**config.mk**
```make
export PLATFORM = sky130hd
export DESIGN_NAME = cfs_top
export DESIGN_NICKNAME = d
export VERILOG_FILES = /design/src/hw/cfs_pkg.sv /design/src/hw/cfs_top.sv
export SDC_FILE = /design/constraint.sdc
export NUM_CORES = 1
export LEC_CHECK = 0
export BUFFER_PORTS_ARGS = -buffer_cell sky130_fd_sc_hd__clkbuf_2
export CORE_MARGIN = 2
export CORE_UTILIZATION = 45
export CTS_CLUSTER_DIAMETER = 120
export DETAILED_ROUTE_END_ITERATION = 6
export PLACE_DENSITY = 0.71
export SLEW_MARGIN = 20
export SYNTH_ARGS = -nofsm -noshare
export SYNTH_HDL_FRONTEND = slang
export SYNTH_SLANG_ARGS = --single-unit
```
**constraint.sdc**
```tcl
create_clock -name CLK -period 3.4 [get_ports CLK]
set_input_delay 0.17 -clock CLK [delete_from_list [all_inputs] [get_ports CLK]]
set_output_delay 0.17 -clock CLK [all_outputs]
set_load 0.02 [all_outputs]
```
**src/hw/cfs_pkg.sv**
```systemverilog
// cfs_pkg: constants, key codes, register map and types of the function selector
// assumes a 50 MHz clock and a keypad decoder giving one-cycle key pulses
// Contract
// - exactly one function is active; a new key replaces it; its LED shows it.
// - reset key restarts the measurement, keeps function and key settings.
// - during data entry, function keys become digit keys.
// - power-up selects input one frequency, 300 ms gate, auto trigger, auto attenuation.
// - input one/two frequency self-arms on the signal; resolution follows gate time.
// - period mode averages periods whenever the gate exceeds one period.
// - ratio counts input one over a gate-set number of input two cycles.
// - pulse width forces automatic trigger at 50 percent; the pulse is the gate.
// - pulse width averaging raises resolution; slope picks pulse polarity.
// - interval runs from input one start to input two stop, own slopes.
// - interval averaging repeats measurements for finer resolution.
// - rise/fall forces common input and automatic trigger at 10/90 percent.
// - prescaled frequency disables input one/two front end, else like input one.
// - delayed interval ignores stop events until the gate delay elapses.
// - count begin totals input one events, manually gated, gate time unused.
// - in totalize, the reset key clears the count.
// - in totalize, any input-group key clears the count.
// - count hold freezes the total; begin again resumes without clearing.
// - voltage mode fixes 100 ms gate, disables gate entry, auto trigger, arming.
// - input-group keys except level readout toggle on each press; auto, common A and ext arm keys hold their setting while it is forced.
// - level readout steps through three registers, then returns; reset keeps it.
// - trigger light flashes while triggering, else shows input above/below level.
package cfs_pkg;
  localparam int CLK_HZ = 50_000_000;
  localparam int MS_PER_S = 1000;
  localparam int MS_CYC = CLK_HZ / MS_PER_S;
  localparam logic [15:0] GATE_RST_MS = 16'h012C;
  localparam logic [15:0] GATE_VOLT_MS = 16'h0064;
  localparam logic [15:0] DELAY_RST_MS = 16'h0001;
  localparam logic [7:0] FLASH_MS = 8'h64;
  localparam logic [7:0] BLINK_MS = 8'h32;
  localparam logic [6:0] AVG_RUNS = 7'h64;
  localparam int NUM_FUNC = 12;
  localparam int NUM_CH = 2;
  // register byte offsets
  localparam logic [11:0] A_GATE = 12'h000;
  localparam logic [11:0] A_DELAY = 12'h004;
  localparam logic [11:0] A_STAT = 12'h008;
  localparam logic [11:0] A_MAIN = 12'h00C;
  localparam logic [11:0] A_REF = 12'h010;
  localparam logic [11:0] A_TOTAL = 12'h014;
  localparam logic [11:0] A_SEQ = 12'h018;
  // status field positions
  localparam int ST_FUNC = 0;
  localparam int ST_AUTO = 4;
  localparam int ST_ATTN = 5;
  localparam int ST_COMA = 6;
  localparam int ST_SLA = 7;
  localparam int ST_SLB = 8;
  localparam int ST_EXT = 9;
  localparam int ST_AVG = 10;
  localparam int ST_READ = 11;
  localparam int ST_TRUN = 13;
  localparam int ST_BUSY = 14;
  // key codes; 0 to 11 are the function keys in enum order
  localparam logic [4:0] K_RESET = 5'h0C;
  localparam logic [4:0] K_AVG = 5'h0D;
  localparam logic [4:0] K_AUTO = 5'h0E;
  localparam logic [4:0] K_ATTN = 5'h0F;
  localparam logic [4:0] K_COMA = 5'h10;
  localparam logic [4:0] K_SLOPEA = 5'h11;
  localparam logic [4:0] K_SLOPEB = 5'h12;
  localparam logic [4:0] K_EXTARM = 5'h13;
  localparam logic [4:0] K_LEVELS = 5'h14;
  localparam logic [1:0] TP_NORM = 2'h0;
  localparam logic [1:0] TP_MID = 2'h1;
  localparam logic [1:0] TP_1090 = 2'h2;
  localparam logic [1:0] READ_LAST = 2'h3;
  typedef enum logic [3:0] {
    FN_IN1_FREQUENCY, FN_PERIOD, FN_RATIO, FN_PULSE_WIDTH, FN_IN2_FREQUENCY, FN_INTERVAL,
    FN_RISE_FALL, FN_PRESCALED_FREQUENCY, FN_INTERVAL_DELAYED, FN_EVENT_COUNT_BEGIN,
    FN_EVENT_COUNT_HOLD, FN_VOLTAGE_MEASURE
  } cfs_func_e;
  typedef enum logic [1:0] {M_IDLE, M_ARM, M_RUN, M_DONE} cfs_meas_e;
endpackage

```
**src/hw/cfs_top.sv**
```systemverilog
// cfs_top: function selection, measurement sequencing, totalize and trigger lights
// assumes APB master on CLK, keypad pulses and signal inputs synchronous to CLK
module cfs_top import cfs_pkg::*; #(
  parameter int MS_CYCLES = MS_CYC
) (
  input wire logic CLK,
  input wire logic RST_N,
  input wire logic PSEL,
  input wire logic PENABLE,
  input wire logic PWRITE,
  input wire logic [11:0] PADDR,
  input wire logic [31:0] PWDATA,
  output logic [31:0] PRDATA,
  output logic PREADY,
  output logic PSLVERR,
  input wire logic KEY_STROBE,
  input wire logic [4:0] KEY_CODE,
  input wire logic ENTRY_ACTIVE,
  input wire logic SIG_A,
  input wire logic SIG_B,
  input wire logic SIG_C,
  input wire logic SIG_V,
  input wire logic RISE_LO_CMP,
  input wire logic RISE_HI_CMP,
  input wire logic ABOVE_A,
  input wire logic ABOVE_B,
  output logic [11:0] FUNC_LED,
  output logic DIGIT_STROBE,
  output logic [3:0] DIGIT_CODE,
  output logic AUTOMATIC_TRIGGER,
  output logic AUTOMATIC_ATTENUATION,
  output logic COMMON_A,
  output logic EXTERNAL_ARM_CHOICE,
  output logic AB_FRONT_EN,
  output logic [1:0] TRIG_POINT,
  output logic GATE_OPEN,
  output logic MEAS_RESTART,
  output logic RESULT_STROBE,
  output logic [1:0] READOUT_SEL,
  output logic [1:0] TRIG_LED
);
  typedef struct packed {
    cfs_func_e func;
    cfs_meas_e meas;
    logic [15:0] gate_ms;
    logic [15:0] delay_ms;
    logic automatic_trigger;
    logic attn;
    logic com_a;
    logic slope_a;
    logic slope_b;
    logic ext_arm;
    logic avg;
    logic [1:0] readout;
    logic [31:0] total;
    logic [31:0] main;
    logic [31:0] ref_cnt;
    logic [31:0] res_main;
    logic [31:0] res_ref;
    logic [6:0] nrun;
    logic [31:0] ms_div;
    logic [15:0] ms_cnt;
    logic [15:0] seq;
    logic [5:0] prev;
    logic [7:0] blink_div;
    logic blink;
    logic [1:0][7:0] act;
    logic digit_v;
    logic [3:0] digit_code;
    logic restart;
    logic res_v;
  } cfs_state_s;

  localparam logic [31:0] MS_M1 = 32'(MS_CYCLES - 1);

  cfs_state_s s_r;
  cfs_state_s s_nxt;
  logic [5:0] cur;
  logic [5:0] rise;
  logic [5:0] fall;
  logic ms_tick;
  logic fkey;
  logic ikey;
  logic volt;
  logic forced_auto;
  logic totmode;
  logic avg_mode;
  logic [15:0] gate_eff;
  logic src_edge;
  logic lead;
  logic trail;
  logic stop_b;
  logic r_start;
  logic r_end;
  logic armed;
  logic ended;
  logic wr;
  logic acc;
  logic [31:0] stat;
  logic [6:0] nrun1;

  assign cur = {RISE_HI_CMP, RISE_LO_CMP, SIG_V, SIG_C, SIG_B, SIG_A};
  assign rise = cur & ~s_r.prev;
  assign fall = ~cur & s_r.prev;
  assign ms_tick = (s_r.ms_div == MS_M1);
  assign fkey = KEY_STROBE && (KEY_CODE < K_RESET);
  assign ikey = KEY_STROBE && !ENTRY_ACTIVE && (KEY_CODE >= K_AUTO) && (KEY_CODE <= K_LEVELS);
  assign volt = (s_r.func == FN_VOLTAGE_MEASURE);
  assign forced_auto = (s_r.func == FN_PULSE_WIDTH) || (s_r.func == FN_RISE_FALL);
  assign totmode = (s_r.func == FN_EVENT_COUNT_BEGIN) || (s_r.func == FN_EVENT_COUNT_HOLD);
  assign avg_mode = s_r.avg && ((s_r.func == FN_PULSE_WIDTH) || (s_r.func == FN_INTERVAL)
                    || (s_r.func == FN_INTERVAL_DELAYED));
  assign gate_eff = volt ? GATE_VOLT_MS : s_r.gate_ms;
  assign lead = s_r.slope_a ? fall[0] : rise[0];
  assign trail = s_r.slope_a ? rise[0] : fall[0];
  assign stop_b = s_r.slope_b ? fall[1] : rise[1];
  assign r_start = s_r.slope_a ? fall[5] : rise[4];
  assign r_end = s_r.slope_a ? fall[4] : rise[5];
  assign nrun1 = 7'(s_r.nrun + 7'h01);
  assign wr = PSEL && PENABLE && PWRITE;
  assign acc = PSEL && PENABLE;

  always_comb begin
    case (s_r.func)
      FN_IN2_FREQUENCY: src_edge = rise[1];
      FN_PRESCALED_FREQUENCY: src_edge = rise[2];
      FN_VOLTAGE_MEASURE: src_edge = rise[3];
      default: src_edge = rise[0];
    endcase
  end

  // arming event and end of gate for each function
  always_comb begin
    armed = 1'b0;
    ended = 1'b0;
    case (s_r.func)
      FN_PERIOD: begin
        armed = rise[0];
        ended = rise[0] && (s_r.ms_cnt >= gate_eff);
      end
      FN_RATIO: begin
        armed = rise[1];
        ended = rise[1] && (32'(s_r.ref_cnt) + 32'h1 >= 32'(gate_eff));
      end
      FN_PULSE_WIDTH: begin
        armed = lead;
        ended = trail;
      end
      FN_INTERVAL: begin
        armed = lead;
        ended = stop_b;
      end
      FN_INTERVAL_DELAYED: begin
        armed = lead;
        ended = stop_b && (s_r.ms_cnt >= s_r.delay_ms);
      end
      FN_RISE_FALL: begin
        armed = r_start;
        ended = r_end;
      end
      FN_EVENT_COUNT_BEGIN, FN_EVENT_COUNT_HOLD: begin
        armed = 1'b0;
        ended = 1'b0;
      end
      default: begin
        armed = src_edge;
        ended = ms_tick && (s_r.ms_cnt + 16'h0001 >= gate_eff);
      end
    endcase
  end

  always_comb begin
    s_nxt = s_r;
    s_nxt.prev = cur;
    s_nxt.digit_v = 1'b0;
    s_nxt.restart = 1'b0;
    s_nxt.res_v = 1'b0;
    s_nxt.ms_div = ms_tick ? 32'h0 : s_r.ms_div + 32'h1;
    // trigger light timing
    if (ms_tick) begin
      if (s_r.blink_div == BLINK_MS - 8'h01) begin
        s_nxt.blink_div = 8'h00;
        s_nxt.blink = ~s_r.blink;
      end else begin
        s_nxt.blink_div = s_r.blink_div + 8'h01;
      end
    end
    for (int c = 0; c < NUM_CH; c++) begin
      if (rise[c]) begin
        s_nxt.act[c] = FLASH_MS;
      end else if (ms_tick && (s_r.act[c] != 8'h00)) begin
        s_nxt.act[c] = s_r.act[c] - 8'h01;
      end
    end
    // measurement sequencer
    case (s_r.meas)
      M_ARM: begin
        if (armed) begin
          s_nxt.meas = M_RUN;
          s_nxt.ms_cnt = 16'h0000;
        end
      end
      M_RUN: begin
        if (ms_tick) begin
          s_nxt.ms_cnt = s_r.ms_cnt + 16'h0001;
        end
        case (s_r.func)
          FN_PERIOD: begin
            s_nxt.main = s_r.main + 32'h1;
            s_nxt.ref_cnt = s_r.ref_cnt + 32'(rise[0]);
          end
          FN_RATIO: begin
            s_nxt.main = s_r.main + 32'(rise[0]);
            s_nxt.ref_cnt = s_r.ref_cnt + 32'(rise[1]);
          end
          FN_PULSE_WIDTH, FN_INTERVAL, FN_INTERVAL_DELAYED, FN_RISE_FALL: begin
            s_nxt.main = s_r.main + 32'h1;
          end
          default: begin
            s_nxt.main = s_r.main + 32'(src_edge);
            s_nxt.ref_cnt = 32'(gate_eff);
          end
        endcase
        if (ended) begin
          s_nxt.meas = M_DONE;
        end
      end
      M_DONE: begin
        s_nxt.meas = M_ARM;
        if (avg_mode && (nrun1 < AVG_RUNS)) begin
          s_nxt.nrun = nrun1;
        end else begin
          s_nxt.res_main = s_r.main;
          s_nxt.res_ref = avg_mode ? 32'(nrun1) : s_r.ref_cnt;
          s_nxt.res_v = 1'b1;
          s_nxt.seq = s_r.seq + 16'h0001;
          s_nxt.main = 32'h0;
          s_nxt.ref_cnt = 32'h0;
          s_nxt.nrun = 7'h00;
        end
      end
      default: begin
        s_nxt.meas = M_IDLE;
      end
    endcase
    // totalize accumulation, manually gated
    if (s_r.func == FN_EVENT_COUNT_BEGIN && rise[0]) begin
      s_nxt.total = s_r.total + 32'h1;
    end
    // keypad
    if (fkey && ENTRY_ACTIVE) begin
      s_nxt.digit_v = 1'b1;
      s_nxt.digit_code = KEY_CODE[3:0];
    end else if (fkey) begin
      s_nxt.func = cfs_func_e'(KEY_CODE[3:0]);
      s_nxt.restart = 1'b1;
      if (!(KEY_CODE[3:0] == FN_EVENT_COUNT_BEGIN && totmode)) begin
        s_nxt.total = (KEY_CODE[3:0] == FN_EVENT_COUNT_HOLD && totmode) ? s_r.total : 32'h0;
      end
    end else if (KEY_STROBE && KEY_CODE == K_RESET) begin
      s_nxt.restart = 1'b1;
      if (totmode) begin
        s_nxt.total = 32'h0;
      end
    end else if (KEY_STROBE && !ENTRY_ACTIVE && KEY_CODE == K_AVG) begin
      s_nxt.avg = ~s_r.avg;
      s_nxt.restart = 1'b1;
    end else if (KEY_STROBE && !ENTRY_ACTIVE && KEY_CODE == K_SLOPEA) begin
      s_nxt.slope_a = ~s_r.slope_a;
      s_nxt.restart = 1'b1;
    end else if (KEY_STROBE && !ENTRY_ACTIVE && KEY_CODE == K_SLOPEB) begin
      s_nxt.slope_b = ~s_r.slope_b;
      s_nxt.restart = 1'b1;
    end
    if (ikey) begin
      if (totmode) begin
        s_nxt.total = 32'h0;
      end
      case (KEY_CODE)
        K_AUTO: s_nxt.automatic_trigger = (forced_auto || volt) ? s_r.automatic_trigger : ~s_r.automatic_trigger;
        K_ATTN: s_nxt.attn = ~s_r.attn;
        K_COMA: s_nxt.com_a = (s_r.func == FN_RISE_FALL) ? s_r.com_a : ~s_r.com_a;
        K_EXTARM: s_nxt.ext_arm = volt ? s_r.ext_arm : ~s_r.ext_arm;
        K_LEVELS: s_nxt.readout = (s_r.readout == READ_LAST) ? 2'h0 : s_r.readout + 2'h1;
        default: s_nxt.readout = s_r.readout;
      endcase
    end
    if (s_nxt.restart) begin
      s_nxt.meas = (s_nxt.func == FN_EVENT_COUNT_BEGIN || s_nxt.func == FN_EVENT_COUNT_HOLD) ? M_IDLE : M_ARM;
      s_nxt.main = 32'h0;
      s_nxt.ref_cnt = 32'h0;
      s_nxt.nrun = 7'h00;
      s_nxt.ms_cnt = 16'h0000;
    end
    // register writes
    if (wr && PADDR == A_GATE && !volt) begin
      s_nxt.gate_ms = PWDATA[15:0];
    end
    if (wr && PADDR == A_DELAY) begin
      s_nxt.delay_ms = PWDATA[15:0];
    end
  end

  always_ff @(posedge CLK or negedge RST_N) begin
    if (!RST_N) begin
      s_r <= '0;
      s_r.func <= FN_IN1_FREQUENCY;
      s_r.meas <= M_ARM;
      s_r.gate_ms <= GATE_RST_MS;
      s_r.delay_ms <= DELAY_RST_MS;
      s_r.automatic_trigger <= 1'b1;
      s_r.attn <= 1'b1;
    end else begin
      s_r <= s_nxt;
    end
  end

  always_comb begin
    stat = 32'h0;
    stat[ST_FUNC +: 4] = s_r.func;
    stat[ST_AUTO] = AUTOMATIC_TRIGGER;
    stat[ST_ATTN] = s_r.attn;
    stat[ST_COMA] = COMMON_A;
    stat[ST_SLA] = s_r.slope_a;
    stat[ST_SLB] = s_r.slope_b;
    stat[ST_EXT] = EXTERNAL_ARM_CHOICE;
    stat[ST_AVG] = avg_mode;
    stat[ST_READ +: 2] = s_r.readout;
    stat[ST_TRUN] = (s_r.func == FN_EVENT_COUNT_BEGIN);
    stat[ST_BUSY] = (s_r.meas == M_RUN);
    PSLVERR = 1'b0;
    case (PADDR)
      A_GATE: PRDATA = {16'h0000, gate_eff};
      A_DELAY: PRDATA = {16'h0000, s_r.delay_ms};
      A_STAT: PRDATA = stat;
      A_MAIN: PRDATA = s_r.res_main;
      A_REF: PRDATA = s_r.res_ref;
      A_TOTAL: PRDATA = s_r.total;
      A_SEQ: PRDATA = {16'h0000, s_r.seq};
      default: begin
        PRDATA = 32'h0;
        PSLVERR = acc;
      end
    endcase
  end

  assign PREADY = 1'b1;
  assign DIGIT_STROBE = s_r.digit_v;
  assign DIGIT_CODE = s_r.digit_code;
  assign AUTOMATIC_TRIGGER = forced_auto || (!volt && s_r.automatic_trigger);
  assign AUTOMATIC_ATTENUATION = s_r.attn;
  assign COMMON_A = (s_r.func == FN_RISE_FALL) || s_r.com_a;
  assign EXTERNAL_ARM_CHOICE = !volt && s_r.ext_arm;
  assign AB_FRONT_EN = (s_r.func != FN_PRESCALED_FREQUENCY);
  assign TRIG_POINT = (s_r.func == FN_PULSE_WIDTH) ? TP_MID :
                      (s_r.func == FN_RISE_FALL) ? TP_1090 : TP_NORM;
  assign GATE_OPEN = (s_r.meas == M_RUN);
  assign MEAS_RESTART = s_r.restart;
  assign RESULT_STROBE = s_r.res_v;
  assign READOUT_SEL = s_r.readout;

  for (genvar g = 0; g < NUM_FUNC; g++) begin : g_led
    assign FUNC_LED[g] = (s_r.func == cfs_func_e'(4'(g)));
  end
  for (genvar c = 0; c < NUM_CH; c++) begin : g_trig
    assign TRIG_LED[c] = (s_r.act[c] != 8'h00) ? s_r.blink : (c == 0 ? ABOVE_A : ABOVE_B);
  end

  AST_ONE_FUNC: assert property (@(posedge CLK) disable iff (!RST_N) $onehot(FUNC_LED))
    else $error("function lights not one-hot");
  AST_NEW_FUNC: assert property (@(posedge CLK) disable iff (!RST_N)
    fkey && !ENTRY_ACTIVE |=> s_r.func == cfs_func_e'($past(KEY_CODE[3:0])) && MEAS_RESTART)
    else $error("function key not taken");
  AST_RESET_KEEP: assert property (@(posedge CLK) disable iff (!RST_N)
    KEY_STROBE && KEY_CODE == K_RESET |=> $stable(FUNC_LED) && MEAS_RESTART && $stable(READOUT_SEL))
    else $error("reset key changed settings");
  AST_ENTRY_DIGIT: assert property (@(posedge CLK) disable iff (!RST_N)
    fkey && ENTRY_ACTIVE |=> DIGIT_STROBE && $stable(FUNC_LED) && !MEAS_RESTART)
    else $error("entry key changed function");
  AST_PULSE_AUTO: assert property (@(posedge CLK) disable iff (!RST_N)
    s_r.func == FN_PULSE_WIDTH |-> AUTOMATIC_TRIGGER && TRIG_POINT == TP_MID)
    else $error("pulse width not on automatic trigger");
  AST_RISE_FORCE: assert property (@(posedge CLK) disable iff (!RST_N)
    s_r.func == FN_RISE_FALL |-> COMMON_A && AUTOMATIC_TRIGGER && TRIG_POINT == TP_1090)
    else $error("rise/fall routing not forced");
  AST_PRESC_FRONT: assert property (@(posedge CLK) disable iff (!RST_N)
    AB_FRONT_EN == (s_r.func != FN_PRESCALED_FREQUENCY))
    else $error("front end enable wrong");
  AST_DELAY_STOP: assert property (@(posedge CLK) disable iff (!RST_N)
    s_r.meas == M_RUN && s_r.func == FN_INTERVAL_DELAYED && s_r.ms_cnt < s_r.delay_ms |=> s_r.meas != M_DONE)
    else $error("stop taken inside delay");
  AST_TOT_RESET: assert property (@(posedge CLK) disable iff (!RST_N)
    totmode && KEY_STROBE && KEY_CODE == K_RESET |=> s_r.total == 32'h0)
    else $error("totalize not cleared by reset");
  AST_TOT_HOLD: assert property (@(posedge CLK) disable iff (!RST_N)
    s_r.func == FN_EVENT_COUNT_HOLD && !KEY_STROBE |=> $stable(s_r.total))
    else $error("held total moved");
  AST_VOLT_FIX: assert property (@(posedge CLK) disable iff (!RST_N)
    volt |-> gate_eff == GATE_VOLT_MS && !AUTOMATIC_TRIGGER && !EXTERNAL_ARM_CHOICE)
    else $error("voltage mode settings wrong");
  AST_LEVELS_WRAP: assert property (@(posedge CLK) disable iff (!RST_N)
    ikey && KEY_CODE == K_LEVELS && READOUT_SEL == READ_LAST |=> READOUT_SEL == 2'h0)
    else $error("level readout did not return");
endmodule

```
Word-level counts from Yosys, hierarchy flattened
Index checks and enable logic that the tools add are counted.
- add/subtract/negate cells: 15
- order comparisons: 8
- eq/ne operators: 42
- mux-type cells: 60
- bitwise gates (word level): 21
- reduce and logical (&&, ||, !) cells: 65
- operators with widths (kind ; count):
    32-bit two-way mux ; 11
    32-bit one-hot mux with 7 select lines ; 1
    32-bit by 1-bit adder with 32-bit output ; 4
    32-bit by 1-bit adder with 32-bit output, second input constant ; 4
    128-bit two-way mux ; 1
    64-bit one-hot mux with 2 select lines ; 1
    32-bit one-hot mux with 3 select lines ; 1
    16-bit two-way mux ; 4
    64-bit two-way mux ; 1
    32-bit one-hot mux with 2 select lines ; 1
    16-bit greater-or-equal comparator ; 3
    8-bit two-way mux ; 5
    12-bit by 5-bit == test with 1-bit output, second input constant ; 3
    16-bit by 1-bit adder with 16-bit output, second input constant ; 2
    32-bit by 16-bit == test with 1-bit output, second input constant ; 1
    4-bit == test, second input constant ; 8
    32-bit by 16-bit greater-or-equal comparator with 1-bit output ; 1
    16-bit one-hot mux with 2 select lines ; 1
    1-bit logical AND ; 27
    5-bit == test, second input constant ; 5
    12-bit by 4-bit == test with 1-bit output, second input constant ; 2
    7-bit two-way mux ; 3
    5-bit by 4-bit == test with 1-bit output, second input constant ; 4
    1-bit two-way mux ; 17
    45 further kinds ; 100
- register bits after elaboration: 316
- input port bits: 64
- logic and storage cells: 241

Depth between registers and ports, before layout
- depth after elaboration: 11
- gate-level depth with buffers: 15
- depth with buffers taken out: 15

Worst setup path before layout
No wires, ideal clock.
- path kind: reg-to-reg
- start point: register s_r[315] (netlist bit)
- end point: register s_r[201] (netlist bit)
- library setup time: 0.127 ns
- arrival: 3.248 ns
- data required time: 3.273 ns
- setup slack: 0.025 ns
- stages on the path, launching flop included: 16
- buffers on the path: 1
- period minus slack after synthesis: 3.375 ns
- cells stage by stage: dfrtp_1 or2_2 clkbuf_1 nor2_1 nand2_1 o21ai_0 ha_1 ha_1 nand3_1 or3_1 nor2_1 nand3_1 nor3_1 o21ai_0 nand2_1 o21ai_0
- elaborated cells on any way between the ends: 17
- RTL lines (item ; RTL line ; source):
    start, declared ; cfs_top.sv:76 ; cfs_state_s s_r;
    start signal, assigned ; cfs_top.sv:314 ; s_r <= s_nxt;
    4-bit by 2-bit == test with 1-bit output ; n/a ;
    named net FUNC_LED[2] ; cfs_top.sv:27 ; output logic [11:0] FUNC_LED,
    32-bit one-hot mux with 3 select lines ; cfs_top.sv:207 ; case (s_r.func)
    64-bit one-hot mux with 2 select lines ; cfs_top.sv:196 ; case (s_r.meas)
    64-bit two-way mux ; cfs_top.sv:288 ; if (s_nxt.restart) begin
The timed path passes the listed nets, and every way through them passes these cells.
A chain may end at the register's enable or synchronous reset.

Worst setup path in the final report
- start point: register s_r[178] (netlist bit)
- end point: register s_r[310] (netlist bit)
- cells in the longest elaborated chain, start to end: 6
- RTL lines (item ; RTL line ; source):
    32-bit by 1-bit adder with 32-bit output ; cfs_top.sv:143 ; ended = rise[1] && (32'(s_r.ref_cnt) + 32'h1 >= 32'(gate_eff));
    32-bit by 16-bit greater-or-equal comparator with 1-bit output ; cfs_top.sv:143 ;
    1-bit logical AND ; cfs_top.sv:143 ;
    1-bit one-hot mux with 7 select lines ; cfs_top.sv:136 ; case (s_r.func)
    3-bit by 1-bit != test with 1-bit output (no source line) ; n/a ;
    2-bit AND reduction (no source line) ; n/a ;
No other way between the ends.

==> impl_metrics.yaml <==
placed_design:
  place_congestion: 0.947
  place_hpwl_um: 43900
  placed_cell_area_sq_mm: 0.0204
  dp_cells: 2753
  port_buffers: 111
timing:
  rsz0062_at_grt: "true"
  fin_crit_sh_pct: 103
  fin_setup_tns_ns: -0.242
  hold_viol_final: 0
  tightest_slew_ns: 0.812
  max_freq_ghz: 0.285
  max_slew_margin_pct: 45.8
  skew_ns: 0.0134
  setup_ws_ns: -0.111
  holdWs_ns: 0.0474
  slew_viol_final: 0
  finalSetupViolCount: 3
  min_period_ns: 3.51
critical_path:
  critPathArrivalTime_ns: 3.98
  crit_path_top_delay_cell: "or4_4"
  path_class: "reg -> reg"
  r2r_start: "s_r[178]"
  reg2reg_depth: 13
  cp-start-kind: "flip-flop"
  rrSetupSlack_ns: -0.11
  crit_fanout: 2
  cp_slowest_stage_delay_ns: 0.58
  reg2reg_to: "s_r[310]"
  worstPathBufferInverterCount: 2
  path_cells: "nand4_1, buf_4, nor4_4, buf_4, xor2_1, ha_1, a21oi_2, o21ai_1, a211oi_2, o2111ai_2, or4_4, or3_4, o2111ai_2"
  cp.depth: 13
  end_kind: "flip-flop"
  critPathTopFamily: "simple AND/OR/NAND/NOR gates"
  crit_required_ns: 3.87
routing:
  vias_per_cell: 6.03
  wire_per_inst_um: 20.8
  drc: 0
  route.final.wire_length_um: 59200
  dr_total_vias: 17195
  drt.antenna.violating_nets: 0
  drtPass1Iterations: 7
  first_iter_violations: 1991
status:
  status: "finished, violations left"
  violations: "negative setup slack"
die:
  ios: 129
  design.die.area_sq_mm: 0.0433
  core-area_sq_mm: 0.0410
  die_h_um: 208
  initial_core_util_pct: 45.7
  die_w_um: 208
  rows: 74
clocking:
  numCtsBuffers: 38
  cts_tree: "yes"
  clk_latency_ns: 0.55
  ctsRootBufferMaster: "clkbuf_16"
  clkTransAtPathRegs_ns: 0.06
  htreeDepth: 2
  clk_path_buf_depth: 3
  clock_sinks: 316
logic_synthesis:
  synth_area_leader_cell: "dfrtp_1"
  seq_area_frac_synth_pct: 42.2
  synth_top_area_share_pct: 41.1
  synth_edf_count: 0
  yosys_register_bits: 316
  ys_async_sr_fraction_pct: 100
  synth_cell_types: 85
  ys.flop_type: "dfrtp_1"
  syn_area_per_cell_sq_um: 8.87
  syn_nets: 2262
  syn-cell-area_sq_mm: 0.0188
  syn_inst: 2114
  ys_warn_count: 0
  synthTopCellsByArea: "dfrtp_1 (41%), nand2_1 (6.2%), ha_1 (5.6%), nor2_1 (3.9%), xnor2_1 (3.6%)"
layout:
  n_antenna_cell: 0
  drive_gt1_share_pct: 17.2
  final_design_area_no_fill_sq_mm: 0.0221
  layout.nets: 2443
  syn_to_final_growth_pct: 17.7
  final_cell_mix: "dfrtp_1 (308), nand2_1 (307), nor2_1 (192)"
  final_cells: 2852
  final_common_cell: "dfrtp_1"
global_routing:
  globalRouteOverflowTotal: 0
  grt_pass1_wl_um: 92600
  antenna_found_initial: 0
  track_usage_pct: 27.1
  grt_max_degree: 86
  grt_pass1_vias: 16158
min_path:
  holdCritStartpoint: "KEY_CODE[2]"
  hold_class: "in -> reg"
  hold_depth: 2
  min_to: "DIGIT_CODE[2]"
power_and_ir_drop:
  vdd_drop_max_uv: 275
  powerDensity_mw_per_mm2: 472
  p_leak_nw: 10.2
flow_run:
  maxCapViolCount: 0
==> power breakdown <==
part | switching (mW) | internal, mW
Sequential | 0.167 | 3.93
Clock | 1.61 | 2.38
Combinational | 1.61 | 0.728
Total | 3.39 | 7.04
==> registers in the layout, indices dropped and copies added, names as in the netlist <==
signal,count
RESULT_STROBE,1
READOUT_SEL,2
DIGIT_CODE,4
s_r,306
AUTOMATIC_ATTENUATION,1
DIGIT_STROBE,1
MEAS_RESTART,1
==> layout make-up <==
| cell class | count | area [sq um] |
|---|---|---|
| inverter | 66 | 248 |
| timing repair buffer | 266 | 1850 |
| tap | 532 | 666 |
| clock inverter | 10 | 104 |
| clock buffer | 55 | 1100 |
| sequential | 316 | 7920 |
| fill | 3676 | 18900 |
| multi-input combinational | 1607 | 10200 |
==> routing by layer <==
metal	track usage [%]	vias up	wire length [um]
met1	37.9	8420	25900
met5	0	-	0
met2	41.7	720	26500
met3	4.91	142	4420
li1	-	7913	-
met4	10.5	0	2390
==> metrics by stage <==
step	utilization, %	setup slack (ns)	power, mW
6_report	53.8	-0.111	10.4
5_1_grt	53.8	-0.249	10.8
4_1_cts	53.3	0.0212	10.4
3_5_place_dp	49.7	-0.00751	6.38
3_3_place_gp	49.7	0.0564	6.35
2_1_floorplan	-	0.0252	5.44
==> Yosys cell counts (6+ instances only) <==
library cell and count:
nor2_1 195, o21ai_0 123, a222oi_1 17, ha_1 84, buf_2 29, nand4_1 53
nor3_1 61, o31ai_1 12, nor3b_1 6, clkbuf_1 73, and2_1 6, mux2_2 29
nor4_1 30, xnor2_1 78, or2_2 11, dfrtp_1 308, inv_1 63, o211ai_1 9
nand3_1 97, a31oi_1 17, buf_4 19, a22o_1 29, or3_1 22, a21o_1 11
nand2b_1 14, nand2_1 309, nor2b_1 21, dfstp_2 8, o21ai_1 8, a22oi_1 21
nand3b_1 6, a211oi_1 13, o21a_1 6, and3_1 35, mux2i_1 21, xor2_1 58
a21oi_1 88, o2111ai_1 16, and4_1 7, a311oi_1 12
==> worst max path at each step <==
stage	slack, ns	startpoint	endpoint
floorplan	0.03	s_r[315]	s_r[201]
global placement	0.06	s_r[173]	s_r[311]
detailed placement	-0.008	s_r[173]	s_r[310]
CTS	0.02	s_r[179]	s_r[310]
global route	-0.25	s_r[178]	s_r[310]
finish	-0.11	s_r[178]	s_r[310]
==> logic make-up after synthesis <==
family	count (synthesis)	synth area share, %
mux	50	2.86
other cells	1	0.0200
simple gates	911	23.6
flops	316	42.2
fa+ha+maj	84	5.60
xor+xnor	136	6.35
buf+inv	191	4.44
compound gates	425	14.9
==> worst reg2reg max path, stage by stage, from the launching register on <==
cell       delay (ns)
dfrtp_1          0.35
nand4_1          0.27
buf_4            0.25
nor4_4           0.19
buf_4            0.15
xor2_1           0.16
ha_1             0.27
a21oi_2          0.17
o21ai_1          0.09
a211oi_2         0.22
o2111ai_2        0.12
or4_4            0.58
or3_4            0.41
o2111ai_2        0.21
==> what timing repair did <==
item | in CTS | in global routing
endpoints found under the setup margin | 2 | 15
resized for setup | 1 | 31
hold endpoints to repair | 121 | 0
buffers inserted | 0 | 7
hold buffers | 27 | 0
pin swaps | 0 | 16
Power figures use the tool's default switching activity.
